File: src/pws_params.svh
// constants for the pwm submodule irq, trigger, fault and deadtime block
`ifndef PWS_PARAMS_SVH
`define PWS_PARAMS_SVH

// register indices, byte address is four times the index
`define PWS_IDX_MODE 8'hA1
`define PWS_IDX_STATUS 8'hA2
`define PWS_IDX_INTEN 8'hA3
`define PWS_IDX_TCTRL 8'hA5
`define PWS_IDX_DISMAP 8'hA6
`define PWS_IDX_DT0 8'hA7
`define PWS_IDX_DT1 8'hA8

// apb address decode
`define PWS_ADDR_W 12
`define PWS_IDX_LSB 2

// reset values
`define PWS_DT_RESET 11'h7FF
`define PWS_DISMAP_RESET 12'hFFF
`define PWS_DISMAP_RO_ONES 4'hF

// writable masks
`define PWS_INTEN_MASK 14'h3FFF
`define PWS_STATUS_MASK 9'h1FF

// status and enable bit positions
`define PWS_BIT_CAPTURE_B0_FLAG 8
`define PWS_BIT_CAPTURE_X1_FLAG 7
`define PWS_BIT_CAPTURE_X0_FLAG 6
`define PWS_CMP_LSB 0
`define PWS_NUM_VAL 6

// fault mask field positions inside the mapping register
`define PWS_A_OUTPUT_FAULT_MASK_LSB 0
`define PWS_B_OUTPUT_FAULT_MASK_LSB 4
`define PWS_AUX_OUTPUT_FAULT_MASK_LSB 8
`define PWS_NUM_FAULT 4

// trigger grouping: values 0,2,4 even, 1,3,5 odd
`define PWS_TRIG_EVEN_SEL 6'h15
`define PWS_TRIG_ODD_SEL 6'h2A

`endif

File: src/pws_pkg.sv
// types shared by the pwm submodule irq, trigger, fault and deadtime block
package pws_pkg;
    // deadtime count in bus clock cycles
    typedef logic [10:0] pws_dt_t;
    // one bus data word
    typedef logic [31:0] pws_word_t;
    // register index taken from the apb address
    typedef logic [7:0] pws_idx_t;
endpackage : pws_pkg

File: src/pws_dt_if.sv
// carrier between the register core and the deadtime stage
`timescale 1ns/10ps
interface pws_dt_if;
    logic comp_mode;
    pws_pkg::pws_dt_t dt_a;
    pws_pkg::pws_dt_t dt_b;
    logic raw_a;
    logic raw_b;
    logic out_a;
    logic out_b;

    // core side drives settings and raw levels
    modport core (
        output comp_mode,
        output dt_a,
        output dt_b,
        output raw_a,
        output raw_b,
        input out_a,
        input out_b
    );

    // stage side inserts deadtime
    modport stage (
        input comp_mode,
        input dt_a,
        input dt_b,
        input raw_a,
        input raw_b,
        output out_a,
        output out_b
    );
endinterface : pws_dt_if

File: src/pws_deadtime.sv
// deadtime insertion stage for the a and b outputs
`timescale 1ns/10ps
`include "pws_params.svh"
module pws_deadtime (
    input wire logic clk,
    input wire logic rst_n,
    pws_dt_if.stage dt
);
    pws_pkg::pws_dt_t cnt_a_r;
    pws_pkg::pws_dt_t cnt_b_r;
    logic out_a_r;
    logic out_b_r;
    logic want_a;
    logic want_b;

    // *********************************************
    // rising-edge delay counter shared by both lanes
    // *********************************************
    function automatic pws_pkg::pws_dt_t next_cnt(
        input logic level,
        input pws_pkg::pws_dt_t cnt,
        input pws_pkg::pws_dt_t limit
    );
        if (!level)
        begin
            return '0;
        end
        if (cnt < limit)
        begin
            return pws_pkg::pws_dt_t'(cnt + 11'h001);
        end
        return cnt;
    endfunction : next_cnt

    // complementary mode drives b from inverted a, else lanes are independent
    always_comb
    begin
        want_a = dt.raw_a;
        want_b = dt.comp_mode ? ~dt.raw_a : dt.raw_b; // see [RL14]
    end

    // lane a delay count in bus clocks
    always_ff @(posedge clk or negedge rst_n)
    begin
        if (!rst_n)
        begin
            cnt_a_r <= '0;
        end
        else
        begin
            cnt_a_r <= next_cnt(want_a, cnt_a_r, dt.dt_a); // see [RL15]
        end
    end

    // lane b delay count in bus clocks
    always_ff @(posedge clk or negedge rst_n)
    begin
        if (!rst_n)
        begin
            cnt_b_r <= '0;
        end
        else
        begin
            cnt_b_r <= next_cnt(want_b, cnt_b_r, dt.dt_b); // see [RL15]
        end
    end

    // outputs rise once the held count reaches the limit, so a count of n gives n idle cycles
    // deadtime bypassed when independent
    always_ff @(posedge clk or negedge rst_n)
    begin
        if (!rst_n)
        begin
            out_a_r <= 1'b0;
            out_b_r <= 1'b0;
        end
        else if (dt.comp_mode)
        begin
            out_a_r <= want_a && (cnt_a_r >= dt.dt_a); // see [RL18]
            out_b_r <= want_b && (cnt_b_r >= dt.dt_b); // see [RL19]
        end
        else
        begin
            out_a_r <= want_a; // see [RL14]
            out_b_r <= want_b;
        end
    end

    assign dt.out_a = out_a_r;
    assign dt.out_b = out_b_r;
endmodule : pws_deadtime

File: src/pws_top.sv
// pwm submodule: interrupt enables, output triggers, fault masks, deadtime
// Function
// [RL1] capture b0 enable gates its status flag onto the interrupt request
// [RL2] enable bit 7 gates capture x1 flag onto the interrupt request
// [RL3] enable bit 6 gates capture x0 flag onto the interrupt request
// [RL4] six compare enables each gate their compare flag onto the request
// [RL5] six trigger enables allow a trigger on counter equal to value n
// [RL6] values 0,2,4 drive even trigger; values 1,3,5 drive odd trigger
// [RL7] trigger stays high only while the counter equals the enabled value
// [RL8] cleared trigger enable means no trigger from that value match
// [RL9] fault mapping bits 15 to 12 read back as one
// [RL10] aux output off when an active fault has its x mask bit set
// [RL11] b output off when an active fault has its b mask bit set
// [RL12] a output off when an active fault has its a mask bit set
// [RL13] reset sets every fault mapping bit to one
// [RL14] deadtime applies only in complementary mode
// [RL15] deadtime counts bus clock cycles, 11 bits
// [RL16] deadtime counts reset to 0x07FF, 2047 cycles
// [RL17] software uses only full word accesses to deadtime counts
// [RL18] first deadtime count delays rising edges of the a output
// [RL19] second deadtime count delays rising edges of the b output
// [RL20] compare flags set on counter match, cleared by writing one
// [RL21] interrupt is or of flags and enables, held until either clears
`timescale 1ns/10ps
`include "pws_params.svh"
module pws_top (
    input wire logic MCLK,
    input wire logic RSTN,
    input wire logic PSEL,
    input wire logic PENABLE,
    input wire logic PWRITE,
    input wire logic [`PWS_ADDR_W-1:0] PADDR,
    input wire logic [31:0] PWDATA,
    output logic [31:0] PRDATA,
    output logic PREADY,
    output logic PSLVERR,
    input wire logic [`PWS_NUM_VAL-1:0] MATCH_VALUE_N,
    input wire logic CAPTURE_X0,
    input wire logic CAPTURE_X1,
    input wire logic CAPTURE_B0,
    input wire logic [`PWS_NUM_FAULT-1:0] FAULT_INPUT_N,
    input wire logic RAW_A,
    input wire logic RAW_B,
    input wire logic RAW_X,
    output logic A_OUTPUT,
    output logic B_OUTPUT,
    output logic AUX_OUTPUT,
    output logic TRIGGER_OUT_EVEN,
    output logic TRIGGER_OUT_ODD,
    output logic IRQ
);
    // *********************************************
    // declarations
    // *********************************************
    logic comp_mode_r;
    logic [8:0] submodule_status_r;
    logic [13:0] interrupt_enable_r;
    logic [5:0] trigger_enables_r;
    logic [11:0] fault_disable_mapping_r;
    pws_pkg::pws_dt_t deadtime_count_a_field_r;
    pws_pkg::pws_dt_t deadtime_count_b_field_r;
    logic [31:0] prdata_r;
    logic pready_r;
    logic pslverr_r;
    logic [3:0] fault_s1_r;
    logic [3:0] fault_s2_r;
    logic [3:0] fault_s3_r;
    logic [3:0] fault_r;
    logic a_out_r;
    logic b_out_r;
    logic x_out_r;
    logic trig_even_r;
    logic trig_odd_r;
    logic irq_r;
    logic setup;
    logic wr_en;
    pws_pkg::pws_idx_t idx;
    logic [8:0] status_set;
    logic [8:0] status_clr;
    logic [31:0] rd_word;
    logic rd_hit;

    pws_dt_if dt_bus ();

    // *********************************************
    // helpers
    // *********************************************
    // true when any active fault has its mask bit set
    function automatic logic fault_kill(
        input logic [3:0] faults,
        input logic [3:0] mask
    );
        return |(faults & mask);
    endfunction : fault_kill

    // *********************************************
    // apb decode
    // *********************************************
    // setup cycle and access-phase write strobe
    assign setup = PSEL && !PENABLE;
    assign wr_en = PSEL && PENABLE && pready_r && PWRITE;
    assign idx = PADDR[`PWS_IDX_LSB +: 8];

    // read mux, unmapped indices miss
    always_comb
    begin
        rd_word = '0;
        rd_hit = 1'b1;
        case (idx)
            `PWS_IDX_MODE: rd_word[0] = comp_mode_r;
            `PWS_IDX_STATUS: rd_word[8:0] = submodule_status_r;
            `PWS_IDX_INTEN: rd_word[13:0] = interrupt_enable_r;
            `PWS_IDX_TCTRL: rd_word[5:0] = trigger_enables_r;
            `PWS_IDX_DISMAP:
            begin
                rd_word[15:12] = `PWS_DISMAP_RO_ONES; // see [RL9]
                rd_word[11:0] = fault_disable_mapping_r;
            end
            `PWS_IDX_DT0: rd_word[10:0] = deadtime_count_a_field_r;
            `PWS_IDX_DT1: rd_word[10:0] = deadtime_count_b_field_r;
            default: rd_hit = 1'b0;
        endcase
    end

    // answer one cycle after setup: ready, data and error from flops
    always_ff @(posedge MCLK or negedge RSTN)
    begin
        if (!RSTN)
        begin
            pready_r <= 1'b0;
            pslverr_r <= 1'b0;
            prdata_r <= '0;
        end
        else
        begin
            pready_r <= setup;
            pslverr_r <= setup && !rd_hit;
            prdata_r <= (setup && !PWRITE) ? rd_word : 32'h0000_0000;
        end
    end

    // *********************************************
    // control registers
    // *********************************************
    // complementary mode select, off after reset
    always_ff @(posedge MCLK or negedge RSTN)
    begin
        if (!RSTN)
        begin
            comp_mode_r <= 1'b0;
        end
        else if (wr_en && idx == `PWS_IDX_MODE)
        begin
            comp_mode_r <= PWDATA[0];
        end
    end

    // interrupt enables, bits 15 and 14 stay zero
    always_ff @(posedge MCLK or negedge RSTN)
    begin
        if (!RSTN)
        begin
            interrupt_enable_r <= '0;
        end
        else if (wr_en && idx == `PWS_IDX_INTEN)
        begin
            interrupt_enable_r <= PWDATA[13:0] & `PWS_INTEN_MASK;
        end
    end

    // trigger enables, one per value register
    always_ff @(posedge MCLK or negedge RSTN)
    begin
        if (!RSTN)
        begin
            trigger_enables_r <= '0;
        end
        else if (wr_en && idx == `PWS_IDX_TCTRL)
        begin
            trigger_enables_r <= PWDATA[5:0];
        end
    end

    // fault masks, all ones after reset
    always_ff @(posedge MCLK or negedge RSTN)
    begin
        if (!RSTN)
        begin
            fault_disable_mapping_r <= `PWS_DISMAP_RESET; // see [RL13]
        end
        else if (wr_en && idx == `PWS_IDX_DISMAP)
        begin
            fault_disable_mapping_r <= PWDATA[11:0];
        end
    end

    // deadtime counts, whole word written, upper bits dropped
    always_ff @(posedge MCLK or negedge RSTN)
    begin
        if (!RSTN)
        begin
            deadtime_count_a_field_r <= `PWS_DT_RESET; // see [RL16]
            deadtime_count_b_field_r <= `PWS_DT_RESET; // see [RL16]
        end
        else if (wr_en && idx == `PWS_IDX_DT0)
        begin
            deadtime_count_a_field_r <= PWDATA[10:0]; // see [RL17]
        end
        else if (wr_en && idx == `PWS_IDX_DT1)
        begin
            deadtime_count_b_field_r <= PWDATA[10:0]; // see [RL17]
        end
    end

    // *********************************************
    // status flags
    // *********************************************
    // event sources and write-one clears
    always_comb
    begin
        status_set = '0;
        status_set[`PWS_BIT_CAPTURE_B0_FLAG] = CAPTURE_B0;
        status_set[`PWS_BIT_CAPTURE_X1_FLAG] = CAPTURE_X1;
        status_set[`PWS_BIT_CAPTURE_X0_FLAG] = CAPTURE_X0;
        status_set[`PWS_CMP_LSB +: `PWS_NUM_VAL] = MATCH_VALUE_N; // see [RL20]
        status_clr = (wr_en && idx == `PWS_IDX_STATUS) ? PWDATA[8:0] : 9'h000;
    end

    // sticky flags, a new event wins over a clear in the same cycle
    always_ff @(posedge MCLK or negedge RSTN)
    begin
        if (!RSTN)
        begin
            submodule_status_r <= '0;
        end
        else
        begin
            submodule_status_r <= ((submodule_status_r & ~status_clr) | status_set)
                & `PWS_STATUS_MASK; // see [RL20]
        end
    end

    // *********************************************
    // interrupt request
    // *********************************************
    // or of every flag gated by its enable
    always_ff @(posedge MCLK or negedge RSTN)
    begin
        if (!RSTN)
        begin
            irq_r <= 1'b0;
        end
        else
        begin
            irq_r <= (submodule_status_r[`PWS_BIT_CAPTURE_B0_FLAG] && interrupt_enable_r[`PWS_BIT_CAPTURE_B0_FLAG]) // see [RL1]
                || (submodule_status_r[`PWS_BIT_CAPTURE_X1_FLAG] && interrupt_enable_r[`PWS_BIT_CAPTURE_X1_FLAG]) // see [RL2]
                || (submodule_status_r[`PWS_BIT_CAPTURE_X0_FLAG] && interrupt_enable_r[`PWS_BIT_CAPTURE_X0_FLAG]) // see [RL3]
                || |(submodule_status_r[5:0] & interrupt_enable_r[5:0]); // see [RL4] see [RL21]
        end
    end

    // *********************************************
    // output triggers
    // *********************************************
    // level triggers, high only while an enabled match holds
    always_ff @(posedge MCLK or negedge RSTN)
    begin
        if (!RSTN)
        begin
            trig_even_r <= 1'b0;
            trig_odd_r <= 1'b0;
        end
        else
        begin
            trig_even_r <= |(MATCH_VALUE_N & trigger_enables_r & `PWS_TRIG_EVEN_SEL); // see [RL5] see [RL6] see [RL7] see [RL8]
            trig_odd_r <= |(MATCH_VALUE_N & trigger_enables_r & `PWS_TRIG_ODD_SEL); // see [RL5] see [RL6] see [RL7] see [RL8]
        end
    end

    // *********************************************
    // fault input synchroniser
    // *********************************************
    // three stages, value accepted when stages two and three agree
    always_ff @(posedge MCLK or negedge RSTN)
    begin
        if (!RSTN)
        begin
            fault_s1_r <= '0;
            fault_s2_r <= '0;
            fault_s3_r <= '0;
            fault_r <= '0;
        end
        else
        begin
            fault_s1_r <= FAULT_INPUT_N;
            fault_s2_r <= fault_s1_r;
            fault_s3_r <= fault_s2_r;
            for (int i = 0; i < `PWS_NUM_FAULT; i++)
            begin
                if (fault_s2_r[i] == fault_s3_r[i])
                begin
                    fault_r[i] <= fault_s3_r[i];
                end
            end
        end
    end

    // *********************************************
    // deadtime stage
    // *********************************************
    assign dt_bus.comp_mode = comp_mode_r;
    assign dt_bus.dt_a = deadtime_count_a_field_r;
    assign dt_bus.dt_b = deadtime_count_b_field_r;
    assign dt_bus.raw_a = RAW_A;
    assign dt_bus.raw_b = RAW_B;

    pws_deadtime u_deadtime (
        .clk(MCLK),
        .rst_n(RSTN),
        .dt(dt_bus.stage)
    );

    // *********************************************
    // fault masking of the outputs
    // *********************************************
    // any masked active fault forces the output low
    always_ff @(posedge MCLK or negedge RSTN)
    begin
        if (!RSTN)
        begin
            a_out_r <= 1'b0;
            b_out_r <= 1'b0;
            x_out_r <= 1'b0;
        end
        else
        begin
            a_out_r <= dt_bus.out_a
                && !fault_kill(fault_r, fault_disable_mapping_r[`PWS_A_OUTPUT_FAULT_MASK_LSB +: 4]); // see [RL12]
            b_out_r <= dt_bus.out_b
                && !fault_kill(fault_r, fault_disable_mapping_r[`PWS_B_OUTPUT_FAULT_MASK_LSB +: 4]); // see [RL11]
            x_out_r <= RAW_X
                && !fault_kill(fault_r, fault_disable_mapping_r[`PWS_AUX_OUTPUT_FAULT_MASK_LSB +: 4]); // see [RL10]
        end
    end

    // *********************************************
    // port drive
    // *********************************************
    assign PRDATA = prdata_r;
    assign PREADY = pready_r;
    assign PSLVERR = pslverr_r;
    assign A_OUTPUT = a_out_r;
    assign B_OUTPUT = b_out_r;
    assign AUX_OUTPUT = x_out_r;
    assign TRIGGER_OUT_EVEN = trig_even_r;
    assign TRIGGER_OUT_ODD = trig_odd_r;
    assign IRQ = irq_r;
endmodule : pws_top

File: config.mk
export PLATFORM = sky130hd
export DESIGN_NAME = pws_top
export DESIGN_NICKNAME = d
export VERILOG_FILES = /design/src/pws_pkg.sv /design/src/pws_dt_if.sv /design/src/pws_deadtime.sv /design/src/pws_top.sv
export VERILOG_INCLUDE_DIRS = /design/src /design/src/src
export SDC_FILE = /design/constraint.sdc
export NUM_CORES = 1
export LEC_CHECK = 0
export BUFFER_PORTS_ARGS = -buffer_cell sky130_fd_sc_hd__buf_2
export CORE_MARGIN = 2
export CORE_UTILIZATION = 35
export CTS_CLUSTER_DIAMETER = 30
export CTS_CLUSTER_SIZE = 14
export DETAILED_ROUTE_END_ITERATION = 6
export PLACE_DENSITY = 0.6
export SLEW_MARGIN = 20
export SYNTH_ARGS = -nofsm -noshare
export SYNTH_HDL_FRONTEND = slang
export SYNTH_HIERARCHICAL = 1
export SYNTH_SLANG_ARGS = --single-unit
File: constraint.sdc
create_clock -name MCLK -period 2.8 [get_ports MCLK]
set_input_delay 0.28 -clock MCLK [delete_from_list [all_inputs] [get_ports MCLK]]
set_output_delay 0.28 -clock MCLK [all_outputs]
set_load 0.005 [all_outputs]
---- Word-level counts from Yosys, hierarchy flattened ----
Index checks and enable logic that the tools add are counted.
W data, S select, Z words.
storage, ports and cells
  input port bits ......................... 65
  output and inout bits ................... 40
  flip-flop bits (word level) ............. 128
  word-level logic and storage cells ...... 118
cells by class
  bitwise logic cells ..................... 10
  order comparisons ....................... 4
  add/subtract/negate cells ............... 2
  mux-type cells .......................... 24
  equal/unequal tests ..................... 13
  reductions and logical operators ........ 38
operator list
  cell                     number
  $mux W11                 8
  $eq A8 B8 Y1 const B     7
  $pmux W5 S6              1
  $add A11 B1 Y11 const B  2
  $ge A11 B11 Y1           2
  $lt A11 B11 Y1           2
  $logic_and A1 B1 Y1      21
  $mux W16                 1
  $pmux W3 S5              1
  $and A4 B4 Y4            3
  $and A6 B6 Y6            2
  $reduce_or A4 Y1         3
  $and A9 B9 Y9            1
  $mux W9                  1
  $not A9 Y9               1
  $or A9 B9 Y9             1
  $mux W1                  8
  $pmux W2 S4              1
  $pmux W1 S7              1
  $reduce_or A7 Y1         1
  $logic_not A1 Y1         6
  $pmux W3 S2              1
  $reduce_or A3 Y1         2
  $reduce_or A6 Y1         1
  7 further kinds          13

---- Logic depth before layout (Yosys ltp) ----
Gate-level depths: netlist of the first run.
  depth after elaboration ................. 8
  depth in mapped cells ................... 10
  gate-level depth less buffers ........... 8

---- Hierarchy ----
The synthesis of the first run kept the hierarchy.
modules (own cells, without submodules)
  module        cells each  times used  seq. area each (um^2)  area each (um^2)
  pws_top       336         1           2620.0                 4480.5
  pws_deadtime  209         1           600.6                  1804.2

---- Worst setup path after synthesis of the first run ----
Ideal clock, no wire load.
  kind .................................... register -> register
  start point ............................. register deadtime_count_b_field_r[1]
  end point ............................... register u_deadtime.cnt_b_r[9]
  buffers on the path ..................... 1
  library setup time ...................... 78 ps
  required time ........................... 2722 ps
  path slack .............................. 396 ps
  cell stages (with the launch flop) ...... 10
  clock period less this slack ............ 2404 ps
  arrival time ............................ 2326 ps
  path through ............................ dfstp_2 inv_1 ha_1 nor2b_4 o21ai_2 a21oi_1 o41a_1 buf_6 or4_1 a21oi_1
between the ends
  longest elaborated chain between the ends .. 4
  elaborated cells on any way between the ends .. 7
  those cells by class .................... order compare (1); eq/ne (1); mux (5)
ends and longest elaborated chain
  what                                                              line                                    RTL
  from (decl)                                                       pws_top.sv:61                           pws_pkg::pws_dt_t deadtime_count_b_field_r;
  from (signal assigned)                                            pws_top.sv:203                          deadtime_count_b_field_r <= `PWS_DT_RESET;
  from (signal assigned)                                            pws_top.sv:211                          deadtime_count_b_field_r <= PWDATA[10:0];
  $lt A11 B11 Y1 (*)                                                pws_deadtime.sv:28                      if (cnt < limit)
  $mux W1 / $mux W11 (equally long branches)                        pws_deadtime.sv:28
  $mux W1 / $mux W11 (equally long branches)                        pws_deadtime.sv:28, pws_deadtime.sv:32
  $ne A2 B2 Y1 (no source line) / $mux W11 (equally long branches)  n/a
  to (signal assigned)                                              pws_deadtime.sv:64                      cnt_b_r <= next_cnt(want_b, cnt_b_r, dt.dt_b);
  to (decl)                                                         pws_deadtime.sv:10                      pws_pkg::pws_dt_t cnt_b_r;
Every way passes the cells marked *; elsewhere a longest branch is shown, timed or not. The select of a mux whose other input is x is not followed.
A chain may end at the register's enable or synchronous reset.

---- Worst setup path in the final report of the first run ----
  start point ............................. register deadtime_count_b_field_r[1]
  end point ............................... register u_deadtime.cnt_b_r[5]
The elaborated chain is that of the path after synthesis.

==> run_results.csv, run 1 <==
group,metric,value,unit
status,status,"complete, no violations",
cells_and_area,area_growth,19.8,%
grt,track_usage,0.168,
sta,period_share,0.959,
synthesis,yosys.area.top_type,"dfrtp_1",
routing,dr.pass1.iters,5,
synthesis,async_reset_ff_frac,1.00,
synthesis,synth_cell_type_count,65,
power,p_comb_frac,0.050,
synthesis,synthCells,545,
placed_design,gp_congestion,0.864,
synthesis,yosysWarningCount,6,
power,power.internal,3.45,mW
cells_and_area,multi_input_area,0.00276,mm2
cells_and_area,layout.nets,718,
routing,drtAntennaViolNets,0,
worst_setup_path,crit_required,3140,ps
clock_tree,cts_tree,"built",
grt,overflow,0,
clock_tree,clockBufferDepth,2,
power,vdd_drop_max,0.409,mV
worst_setup_path,critPathBufInv,2,
worst_setup_path,crit_path_max_incr_delay,640,ps
placed_design,io_buffers,66,
power,p_per_area,586,mW/mm2
routing,vias,4567,
sta,tightest_slew,759,ps
synthesis,synth_area_per_cell,11.5,um2
grt,antenna_found_initial,0,
power,p_seq_frac,0.427,
power,p_sw,970,uW
clock_tree,clk_latency,420,ps
cells_and_area,regArea,0.00322,mm2
clock_tree,ctsResizeCount,0,
synthesis,yosys-top-cells-area,"dfrtp_1 (37%), dfstp_2 (14%), mux2_2 (9.5%)",
die,ios,105,
grt,grt_max_degree,58,
worst_setup_path,worst-path-max-fanout,18,
placed_design,dp_hpwl,11.4,mm
clock_tree,clk_pin_slew,60,ps
routing,vias_per_cell,5.25,
clock_tree,numCtsBuffers,17,
synthesis,synthesis.area,0.00628,mm2
sta,final-setup-viol-count,0,
power,swShare,0.220,
sta,max_freq,372,MHz
cells_and_area,drive_gt1_frac,0.333,
cells_and_area,fillers,1689,
synthesis,ys_seq_area_frac,0.512,
die,dieHeight,138,um
sta,fin_skew,8.64,ps
synthesis,synth_seq_cells,127,
power,power_leakage,3.36,nW
worst_setup_path,cp_common_cell,"a21oi_1",
sta,final_hold_viol_count,0,
synthesis,ys.flop_type,"dfrtp_1",
worst_setup_path,startpoint_type,"register",
routing,drt_first_iter_violations,176,
grt,grt_pass1_wl,25.3,mm
clock_tree,htree_levels,4,
routing,routedWlPerCell,17.8,um
cells_and_area,fin_util,0.424,
clock_tree,ctsRootBufferMaster,"clkbuf_16",
worst_setup_path,worstPathCellList,"inv_1 > ha_1 > nor2b_4 > o21ai_2 > a21oi_1 > o41a_1 > buf_4 > or3_1 > a21oi_1",
job,max_cap_viol_count,0,
sta,min_period,2690,ps
worst_setup_path,cp_top_family,"compound AO/OA/AOI/OAI gates",
die,rows,49,
worst_setup_path,crit_arrival,3020,ps
die,start_util,0.353,
worst_setup_path,crit_slowest_cell,"o41a_1",
die,dieArea,0.0190,mm2
sta,maxSlewHeadroom,0.494,
placed_design,pre_cts_ws,138,ps
synthesis,synth_edf_count,0,
die,fp.coreArea,0.0178,mm2
power,clockPowerShare,0.523,
routing,wl,15.5,mm
worst_setup_path,worstSetupPathType,"reg -> reg",
die,fp.dieW,138,um
routing,route.detailed.drc,0,
synthesis,yosysTopAreaCellShare,0.370,
sta,final-max-slew-violation-count,0,
hold_path,hp-class,"in -> reg",
grt,grt_pass1_vias,4695,
worst_setup_path,cp-end-kind,"register",
sta,setup_ws,114,ps
sta,setup_tns,0,ps
clock_tree,clock_sinks,127,
sta,rsz0062_at_grt,"false",
-- worst paths after layout --
check	from	end	cells past startpoint	slack (ps)
min in group asynchronous	RSTN	PRDATA[9]	2	470
setup reg to reg	deadtime_count_b_field_r[1]	u_deadtime/cnt_b_r[5]	9	110
max in group asynchronous	RSTN	deadtime_count_b_field_r[2]	3	1460
hold / removal	MATCH_VALUE_N[0]	submodule_status_r[0]	2	60
hold reg to reg	fault_s1_r[1]	fault_s2_r[1]	0	350
setup / recovery	deadtime_count_b_field_r[1]	u_deadtime/cnt_b_r[5]	9	110
-- metrics by stage --
step	hold WS (ps)	total power, mW	cell area [um2]	cells
floorplan	-15.6	2.02	6340	560
global placement	333	2.12	6870	834
detailed placement	335	2.13	6870	834
CTS	43.4	4.45	7530	869
global route	52.9	4.57	7530	869
finish	58.1	4.42	7530	870
-- state kept, by name, summed over array words and instances (netlist names), 4 cells and up --
| register | count |
|---|---|
| PRDATA | 15 |
| u_deadtime/cnt_b_r | 11 |
| fault_disable_mapping_r | 12 |
| fault_r | 4 |
| deadtime_count_b_field_r | 11 |
| u_deadtime/cnt_a_r | 11 |
| fault_s1_r | 4 |
| trigger_enables_r | 6 |
| submodule_status_r | 9 |
| interrupt_enable_r | 14 |
| deadtime_count_a_field_r | 11 |
| fault_s3_r | 4 |
| fault_s2_r | 4 |
-- cell usage in the layout (no fill, tap or decap), types with 4 or more instances in the layout --
master,synthesis,final
dlygate4sd3_1,0,5
mux2_1,5,5
mux2_2,53,53
maj3_1,4,4
nor2b_1,6,6
nand2b_1,4,4
buf_4,18,18
or4_1,9,9
mux2i_1,9,9
nand4_1,6,6
ha_1,24,24
a211oi_1,6,6
a21o_1,13,13
o31ai_1,7,7
clkbuf_16,0,17
or3_1,5,5
buf_2,9,65
a32oi_1,4,4
nor2_1,25,25
nor3_1,5,5
inv_1,32,32
a21oi_1,29,29
and3_1,8,8
o21ai_0,11,11
dfrtp_1,93,93
a222oi_1,7,7
nand3_1,21,21
a22oi_1,6,6
bufinv_16,0,4
nand2_1,28,28
conb_1,1,16
dfstp_2,34,34
-- cell families (layout without fill, tap and decap cells) --
kind of cell,after synthesis,in the layout,share of synthesized area
simple gates,138,138,0.124
flops,127,127,0.512
compound gates,106,106,0.118
buf+inv,71,151,0.0573
mux,70,70,0.128
fa+ha+maj,28,28,0.0542
xor+xnor,4,4,0.00558
other cells,1,17,0.000597
-- Yosys cell counts (all sizes together), types with 9 or more instances --
master and number:
a21o 13, a21oi 30, buf 32, dfrtp 93, dfstp 34, ha 24
inv 32, mux2 59, mux2i 9, nand2 28, nand3 21, nor2 25
o21ai 12, or4 9
-- cell type report --
type	instances	share of cell area
Timing Repair Buffer	89	0.0704
Tap cell	229	0.0380
Inverter	32	0.0159
Sequential cell	127	0.428
Clock buffer	20	0.0593
Multi-Input combinational cell	362	0.367
Clock inverter	10	0.0218
Antenna cell	1	0.000332
-- power by group through the flow --
| stage | clock [mW] | sequential [mW] | combinational (mW) |
|---|---|---|---|
| final | 2.31 | 1.89 | 0.219 |
| after global placement | 0 | 1.92 | 0.209 |
| after CTS | 2.34 | 1.89 | 0.220 |
| after detailed placement | 0 | 1.92 | 0.213 |
| after global routing | 2.44 | 1.89 | 0.243 |
| after floorplan | 0 | 1.91 | 0.107 |
-- repair_timing --
action,CTS,global route
hold buffers,5,0
buffers inserted,0,0
endpoints found under the setup margin,0,0
endpoints found under the hold margin,41,0
-- layer usage --
layer / wire length [um] / track usage / part of all wire / vias up
met2: 7650 / 0.281 / 0.49 / 125
met5: 0 / 0 / 0 / -
met3: 736 / 0.0416 / 0.048 / 20
met4: 238 / 0.0569 / 0.015 / 0
met1: 6860 / 0.215 / 0.44 / 2283
li1: - / - / - / 2139
Note: power is estimated with default switching activity, not from simulation.
==> inputs of run 2 (changes only) <==
--- a/config.mk
+++ b/config.mk
@@ -8,11 +8,12 @@
 export LEC_CHECK = 0
 export BUFFER_PORTS_ARGS = -buffer_cell sky130_fd_sc_hd__buf_2
 export CORE_MARGIN = 2
-export CORE_UTILIZATION = 35
+export CORE_UTILIZATION = 51
 export CTS_CLUSTER_DIAMETER = 30
 export CTS_CLUSTER_SIZE = 14
 export DETAILED_ROUTE_END_ITERATION = 6
-export PLACE_DENSITY = 0.6
+export GPL_ROUTABILITY_DRIVEN = 0
+export PLACE_DENSITY = 0.79
 export SLEW_MARGIN = 20
 export SYNTH_ARGS = -nofsm -noshare
 export SYNTH_HDL_FRONTEND = slang
==> run 2 against run 1 <==
Sequential power is essentially flat. Total power rose by 0.90%. Non-clock buffer count is 5 lower. Global-route usage is 6.8 points higher. Sequential share of layout area rose by 0.63 points. Highest routed layer unchanged. Largest power group unchanged. Clock power grew 2%. Design area down 1.5%. Register-to-register slack gained 40 ps. Clock-buffer cell count is 2 higher.
==> run_results.csv, run 2 (synthesized netlist as in run 1, its figures left out) <==
group,metric,value,unit
status,status,"complete, no violations",
cells_and_area,layout.nets,713,
routing,wl,14.8,mm
cells_and_area,antennaDiodeCount,0,
die,dieHeight,115,um
power,p_seq_frac,0.423,
routing,route.detailed.drc,0,
grt,grt_pass1_vias,4716,
worst_setup_path,cp-end-kind,"register",
sta,setup_tns,0,ps
cells_and_area,final_cell_mix,"dfrtp_1 (93), buf_2 (65), mux2_2 (53), dfstp_2 (34), inv_1 (32)",
clock_tree,clk_latency,420,ps
worst_setup_path,worstPathCellList,"inv_1 > ha_1 > nor2b_4 > o21ai_2 > a21oi_1 > o41a_2 > or4_1 > a21oi_1",
routing,vias,4695,
clock_tree,cts_tree,"built",
power,swShare,0.211,
grt,overflow,0,
power,clockPowerShare,0.529,
cells_and_area,largest_register_ffs,15,
power,vdd_drop_max,0.395,mV
sta,fin_skew,6.95,ps
clock_tree,numCtsBuffers,17,
sta,max_freq,378,MHz
cells_and_area,stdcell_area,0.00742,mm2
worst_setup_path,r2r-start,"deadtime_count_b_field_r[1]",
die,dieArea,0.0132,mm2
routing,dr.pass1.iters,5,
routing,top_layer_used,"met4",
clock_tree,clock_sinks,127,
hold_path,hp-class,"in -> reg",
clock_tree,clk_pin_slew,50,ps
hold_path,hold_depth,2,
worst_setup_path,crit_slowest_cell,"o41a_2",
worst_setup_path,r2r_cells,8,
routing,drt_first_iter_violations,423,
sta,maxSlewHeadroom,0.511,
worst_setup_path,worst-path-max-fanout,21,
routing,drtAntennaViolNets,0,
sta,tightest_slew,731,ps
grt,grt_max_degree,68,
power,p_sw,938,uW
worst_setup_path,startpoint_type,"register",
placed_design,place_area,0.00673,mm2
cells_and_area,multi_input_area,0.00276,mm2
grt,track_usage,0.237,
cells_and_area,drive_gt1_frac,0.333,
sta,min_period,2650,ps
worst_setup_path,worstSetupPathType,"reg -> reg",
placed_design,io_buffers,66,
sta,period_share,0.946,
job,max_cap_viol_count,0,
sta,rsz0062_at_grt,"false",
clock_tree,clockBufferDepth,2,
die,fp.dieW,115,um
clock_tree,ctsRootBufferMaster,"clkbuf_16",
worst_setup_path,regToRegEndpoint,"u_deadtime/cnt_b_r[3]",
sta,final-setup-viol-count,0,
routing,met1_length,5.89,mm
clock_tree,htree_levels,4,
grt,grt_pass1_wl,23.6,mm
die,start_util,0.523,
sta,final_hold_viol_count,0,
hold_path,hold_start,"CAPTURE_B0",
worst_setup_path,cp_common_cell,"a21oi_1",
die,fp.coreArea,0.0120,mm2
routing,routed-wl-met3,961,um
die,rows,40,
sta,final-max-slew-violation-count,0,
routing,route.met2.wl,7.55,mm
hold_path,worstHoldEndpoint,"submodule_status_r[8]",
sta,hold_slack,50.7,ps
power,p_per_area,600,mW/mm2
worst_setup_path,crit_arrival,2990,ps
sta,setup_ws,152,ps
worst_setup_path,crit_path_max_incr_delay,640,ps
placed_design,pre_cts_ws,142,ps
cells_and_area,regArea,0.00322,mm2
die,ios,105,
worst_setup_path,crit_required,3150,ps
cells_and_area,fillers,939,
placed_design,dp_hpwl,10.5,mm
power,power_leakage,3.35,nW
power,p_total,4.46,mW
cells_and_area,area_growth,18.1,%
routing,routedWlPerCell,18.8,um
clock_tree,post_cts_buffers,0,
grt,antenna_found_initial,0,
power,power.internal,3.52,mW
cells_and_area,final_common_cell,"dfrtp_1",
routing,vias_per_cell,5.99,
worst_setup_path,ff2ff_setup_slack,150,ps
power,p_comb_frac,0.048,
## run 2: power by group through the flow
stage          Sequential [mW]  Combinational (mW)  Clock (mW)
4_1_cts                   1.89               0.211        2.39
5_1_grt                   1.89               0.237        2.47
3_5_place_dp              1.92               0.204           0
3_3_place_gp              1.91               0.200           0
2_1_floorplan             1.91               0.107           0
6_report                  1.89               0.212        2.36
## run 2: area by class of cell
class,instances,share of cell area
flip-flops and latches,127,0.434
multi-input cells,362,0.372
repair buffers,84,0.0664
clock buffers,22,0.0653
well taps,147,0.0248
clock inverters,10,0.0212
inverters,32,0.0162
## run 2: critical path, delay by kind of cell (launching register included)
family          cells  cell delay, ps
compound gates      4             990
fa+ha+maj           1             300
buf+inv             1              50
flops               1             540
simple gates        2             690
## run 2: worst max-delay path by stage
stage / end / slack (ps) / from
finish: u_deadtime/cnt_b_r[3] / 150 / deadtime_count_b_field_r[1]
CTS: u_deadtime/cnt_b_r[3] / 120 / deadtime_count_b_field_r[1]
global placement: u_deadtime/cnt_b_r[3] / 200 / deadtime_count_b_field_r[1]
global route: u_deadtime/cnt_a_r[3] / 40 / deadtime_count_a_field_r[2]
floorplan: u_deadtime/cnt_b_r[9] / 400 / deadtime_count_b_field_r[1]
detailed placement: u_deadtime/cnt_b_r[3] / 140 / deadtime_count_b_field_r[1]
## run 2: per-layer routing
metal	vias to the layer above	global-route usage
li1	2118	-
met1	2352	0.288
met2	193	0.399
met3	32	0.0691
met4	0	0.0916
met5	-	0
## run 2: timing repair
| action | 4_1_cts | 5_1_grt |
|---|---|---|
| endpoints found under the setup margin | 0 | 2 |
| hold buffers | 5 | 0 |
| resized for setup | 0 | 1 |
| hold endpoints to repair | 18 | 0 |
## run 2: metrics by stage
| stage | instances | utilization |
|---|---|---|
| floorplan | 560 | - |
| global placement | 747 | 0.560 |
| detailed placement | 747 | 0.560 |
| CTS | 784 | 0.618 |
| global route | 784 | 0.618 |
| finish | 784 | 0.618 |
==> inputs of run 3 (changes only) <==
--- a/config.mk
+++ b/config.mk
@@ -7,13 +7,15 @@
 export NUM_CORES = 1
 export LEC_CHECK = 0
 export BUFFER_PORTS_ARGS = -buffer_cell sky130_fd_sc_hd__buf_2
-export CORE_MARGIN = 2
-export CORE_UTILIZATION = 51
+export CELL_PAD_IN_SITES_DETAIL_PLACEMENT = 1
+export CELL_PAD_IN_SITES_GLOBAL_PLACEMENT = 2
+export CORE_UTILIZATION = 37
 export CTS_CLUSTER_DIAMETER = 30
 export CTS_CLUSTER_SIZE = 14
 export DETAILED_ROUTE_END_ITERATION = 6
 export GPL_ROUTABILITY_DRIVEN = 0
-export PLACE_DENSITY = 0.79
+export PLACE_DENSITY = 0.86
+export RECOVER_POWER = 25
 export SLEW_MARGIN = 20
 export SYNTH_ARGS = -nofsm -noshare
 export SYNTH_HDL_FRONTEND = slang
==> run 3 against run 2 <==
The flow now finishes with violations (max-capacitance violations, max-slew violations). Sequential share of layout area shrank 0.59 points. First-iteration DRC count is 58% lower. Non-clock buffer count increased by 3. Register-to-register slack hardly changed. Sequential power is essentially flat. Critical path type unchanged.
==> run_results.csv, run 3 (synthesized netlist as in run 1, its figures left out) <==
group,metric,value,unit
grt,grt_pass1_vias,5038,
status,violations,"max-capacitance violations, max-slew violations",
status,status,"complete, but fails checks",
power,p_seq_frac,0.422,
routing,routedWlPerCell,19.4,um
grt,grt_max_degree,81,
power,clockPowerShare,0.529,
sta,final_hold_viol_count,0,
job,max_cap_viol_count,1,
power,swShare,0.222,
cells_and_area,final_cell_mix,"dfrtp_1 (93), buf_2 (64), mux2_2 (53), dfstp_2 (34), inv_1 (32)",
clock_tree,post_cts_buffers,0,
sta,min_period,2660,ps
cells_and_area,layout.nets,716,
die,ios,105,
sta,rsz0062_at_grt,"false",
clock_tree,clk_latency,420,ps
routing,drtAntennaViolNets,0,
power,power.internal,3.48,mW
cells_and_area,antennaDiodeCount,0,
grt,track_usage,0.202,
worst_setup_path,startpoint_type,"register",
worst_setup_path,worstSetupPathType,"reg -> reg",
clock_tree,cts_tree,"built",
clock_tree,clk_pin_slew,60,ps
power,p_sw,994,uW
worst_setup_path,cp-end-kind,"register",
routing,wl,16.7,mm
hold_path,hp-class,"in -> reg",
clock_tree,clock_sinks,127,
grt,overflow,0,
routing,route.detailed.drc,0,
sta,max_freq,376,MHz
sta,final-setup-viol-count,0,
clock_tree,htree_levels,4,
sta,period_share,0.949,
cells_and_area,final_common_cell,"dfrtp_1",
die,dieHeight,132,um
clock_tree,numCtsBuffers,17,
sta,setup_tns,0,ps
placed_design,io_buffers,66,
grt,grt_pass1_wl,27.3,mm
power,p_comb_frac,0.049,
sta,final-max-slew-violation-count,33,
die,fp.dieW,132,um
power,p_per_area,595,mW/mm2
worst_setup_path,crit_required,3130,ps
die,rows,47,
sta,fin_skew,9.42,ps
clock_tree,clockBufferDepth,2,
clock_tree,ctsRootBufferMaster,"clkbuf_16",
sta,maxSlewHeadroom,-0.339,
worst_setup_path,worst-path-max-fanout,20,
power,power_leakage,3.36,nW
cells_and_area,drive_gt1_frac,0.334,
cells_and_area,fillers,1800,
routing,drt_first_iter_violations,177,
grt,antenna_found_initial,0,
cells_and_area,fin_util,0.454,
sta,tightest_slew,2010,ps
routing,vias_per_cell,5.41,
power,vdd_drop_max,0.451,mV
die,start_util,0.379,
cells_and_area,largest_register_ffs,15,
placed_design,dp_hpwl,12.1,mm
worst_setup_path,crit_arrival,2990,ps
cells_and_area,area_growth,19.7,%
routing,vias,4654,
die,fp.coreArea,0.0166,mm2
die,dieArea,0.0175,mm2
routing,dr.pass1.iters,5,
==> run 3: cell type report <==
class / instances / area [um2] / area share
sequential: 127 / 3220 / 0.428
multi-input combinational: 362 / 2760 / 0.367
timing repair buffer: 87 / 508 / 0.0675
clock buffer: 19 / 453 / 0.0602
tap: 220 / 275 / 0.0366
clock inverter: 13 / 185 / 0.0246
inverter: 32 / 120 / 0.0160
==> run 3: timing repair <==
item / CTS / global route
hold buffers: 5 / 0
setup endpoints to repair: 0 / 3
resized for setup: 0 / 1
hold endpoints to repair: 29 / 0
==> run 3: power groups by stage <==
stage / Combinational (mW) / Sequential [mW] / Clock, mW
2_1_floorplan: 0.107 / 1.91 / 0
4_1_cts: 0.223 / 1.89 / 2.41
5_1_grt: 0.243 / 1.89 / 2.49
3_5_place_dp: 0.215 / 1.92 / 0
3_3_place_gp: 0.208 / 1.92 / 0
6_report: 0.220 / 1.89 / 2.37
==> run 3: through the flow <==
| stage | hold WS, ps | total power, mW | std cells | worst slack [ps] | area, um2 |
|---|---|---|---|---|---|
| after CTS | 40.9 | 4.52 | 860 | 74.9 | 7530 |
| after floorplan | -15.6 | 2.02 | 560 | 396 | 6340 |
| after detailed placement | 271 | 2.13 | 823 | 106 | 6840 |
| after global placement | 261 | 2.12 | 823 | 180 | 6840 |
| final | 53.9 | 4.47 | 860 | 142 | 7520 |
| after global routing | 52.8 | 4.62 | 860 | 21.4 | 7520 |
==> run 3: worst max-delay path, cell delays in order (launching register included) <==
cell,delay [ps]
dfstp_2,550
inv_1,50
ha_1,310
nor2b_4,130
o21ai_2,100
a21oi_1,90
o41a_2,630
or4_1,550
a21oi_1,160
==> run 3: final timing paths <==
path / from / end / slack [ps] / cells after the start
max: deadtime_count_b_field_r[1] / u_deadtime/cnt_b_r[10] / 140 / 8
max reg2reg: deadtime_count_b_field_r[1] / u_deadtime/cnt_b_r[10] / 140 / 8
max in group asynchronous: RSTN / deadtime_count_b_field_r[2] / 490 / 3
min: CAPTURE_B0 / submodule_status_r[8] / 50 / 2
min in group asynchronous: RSTN / u_deadtime/cnt_b_r[5] / 970 / 2
min reg2reg: fault_s1_r[1] / fault_s2_r[1] / 350 / 0
==> run 3: per-layer routing <==
metal  vias to the layer above  wire length (um)  global-route usage
met2                        87              8730               0.354
met3                        12               535              0.0408
met4                         0               126              0.0536
met1                      2433              7290               0.253
li1                       2122                 -                   -
met5                         -                 0                   0
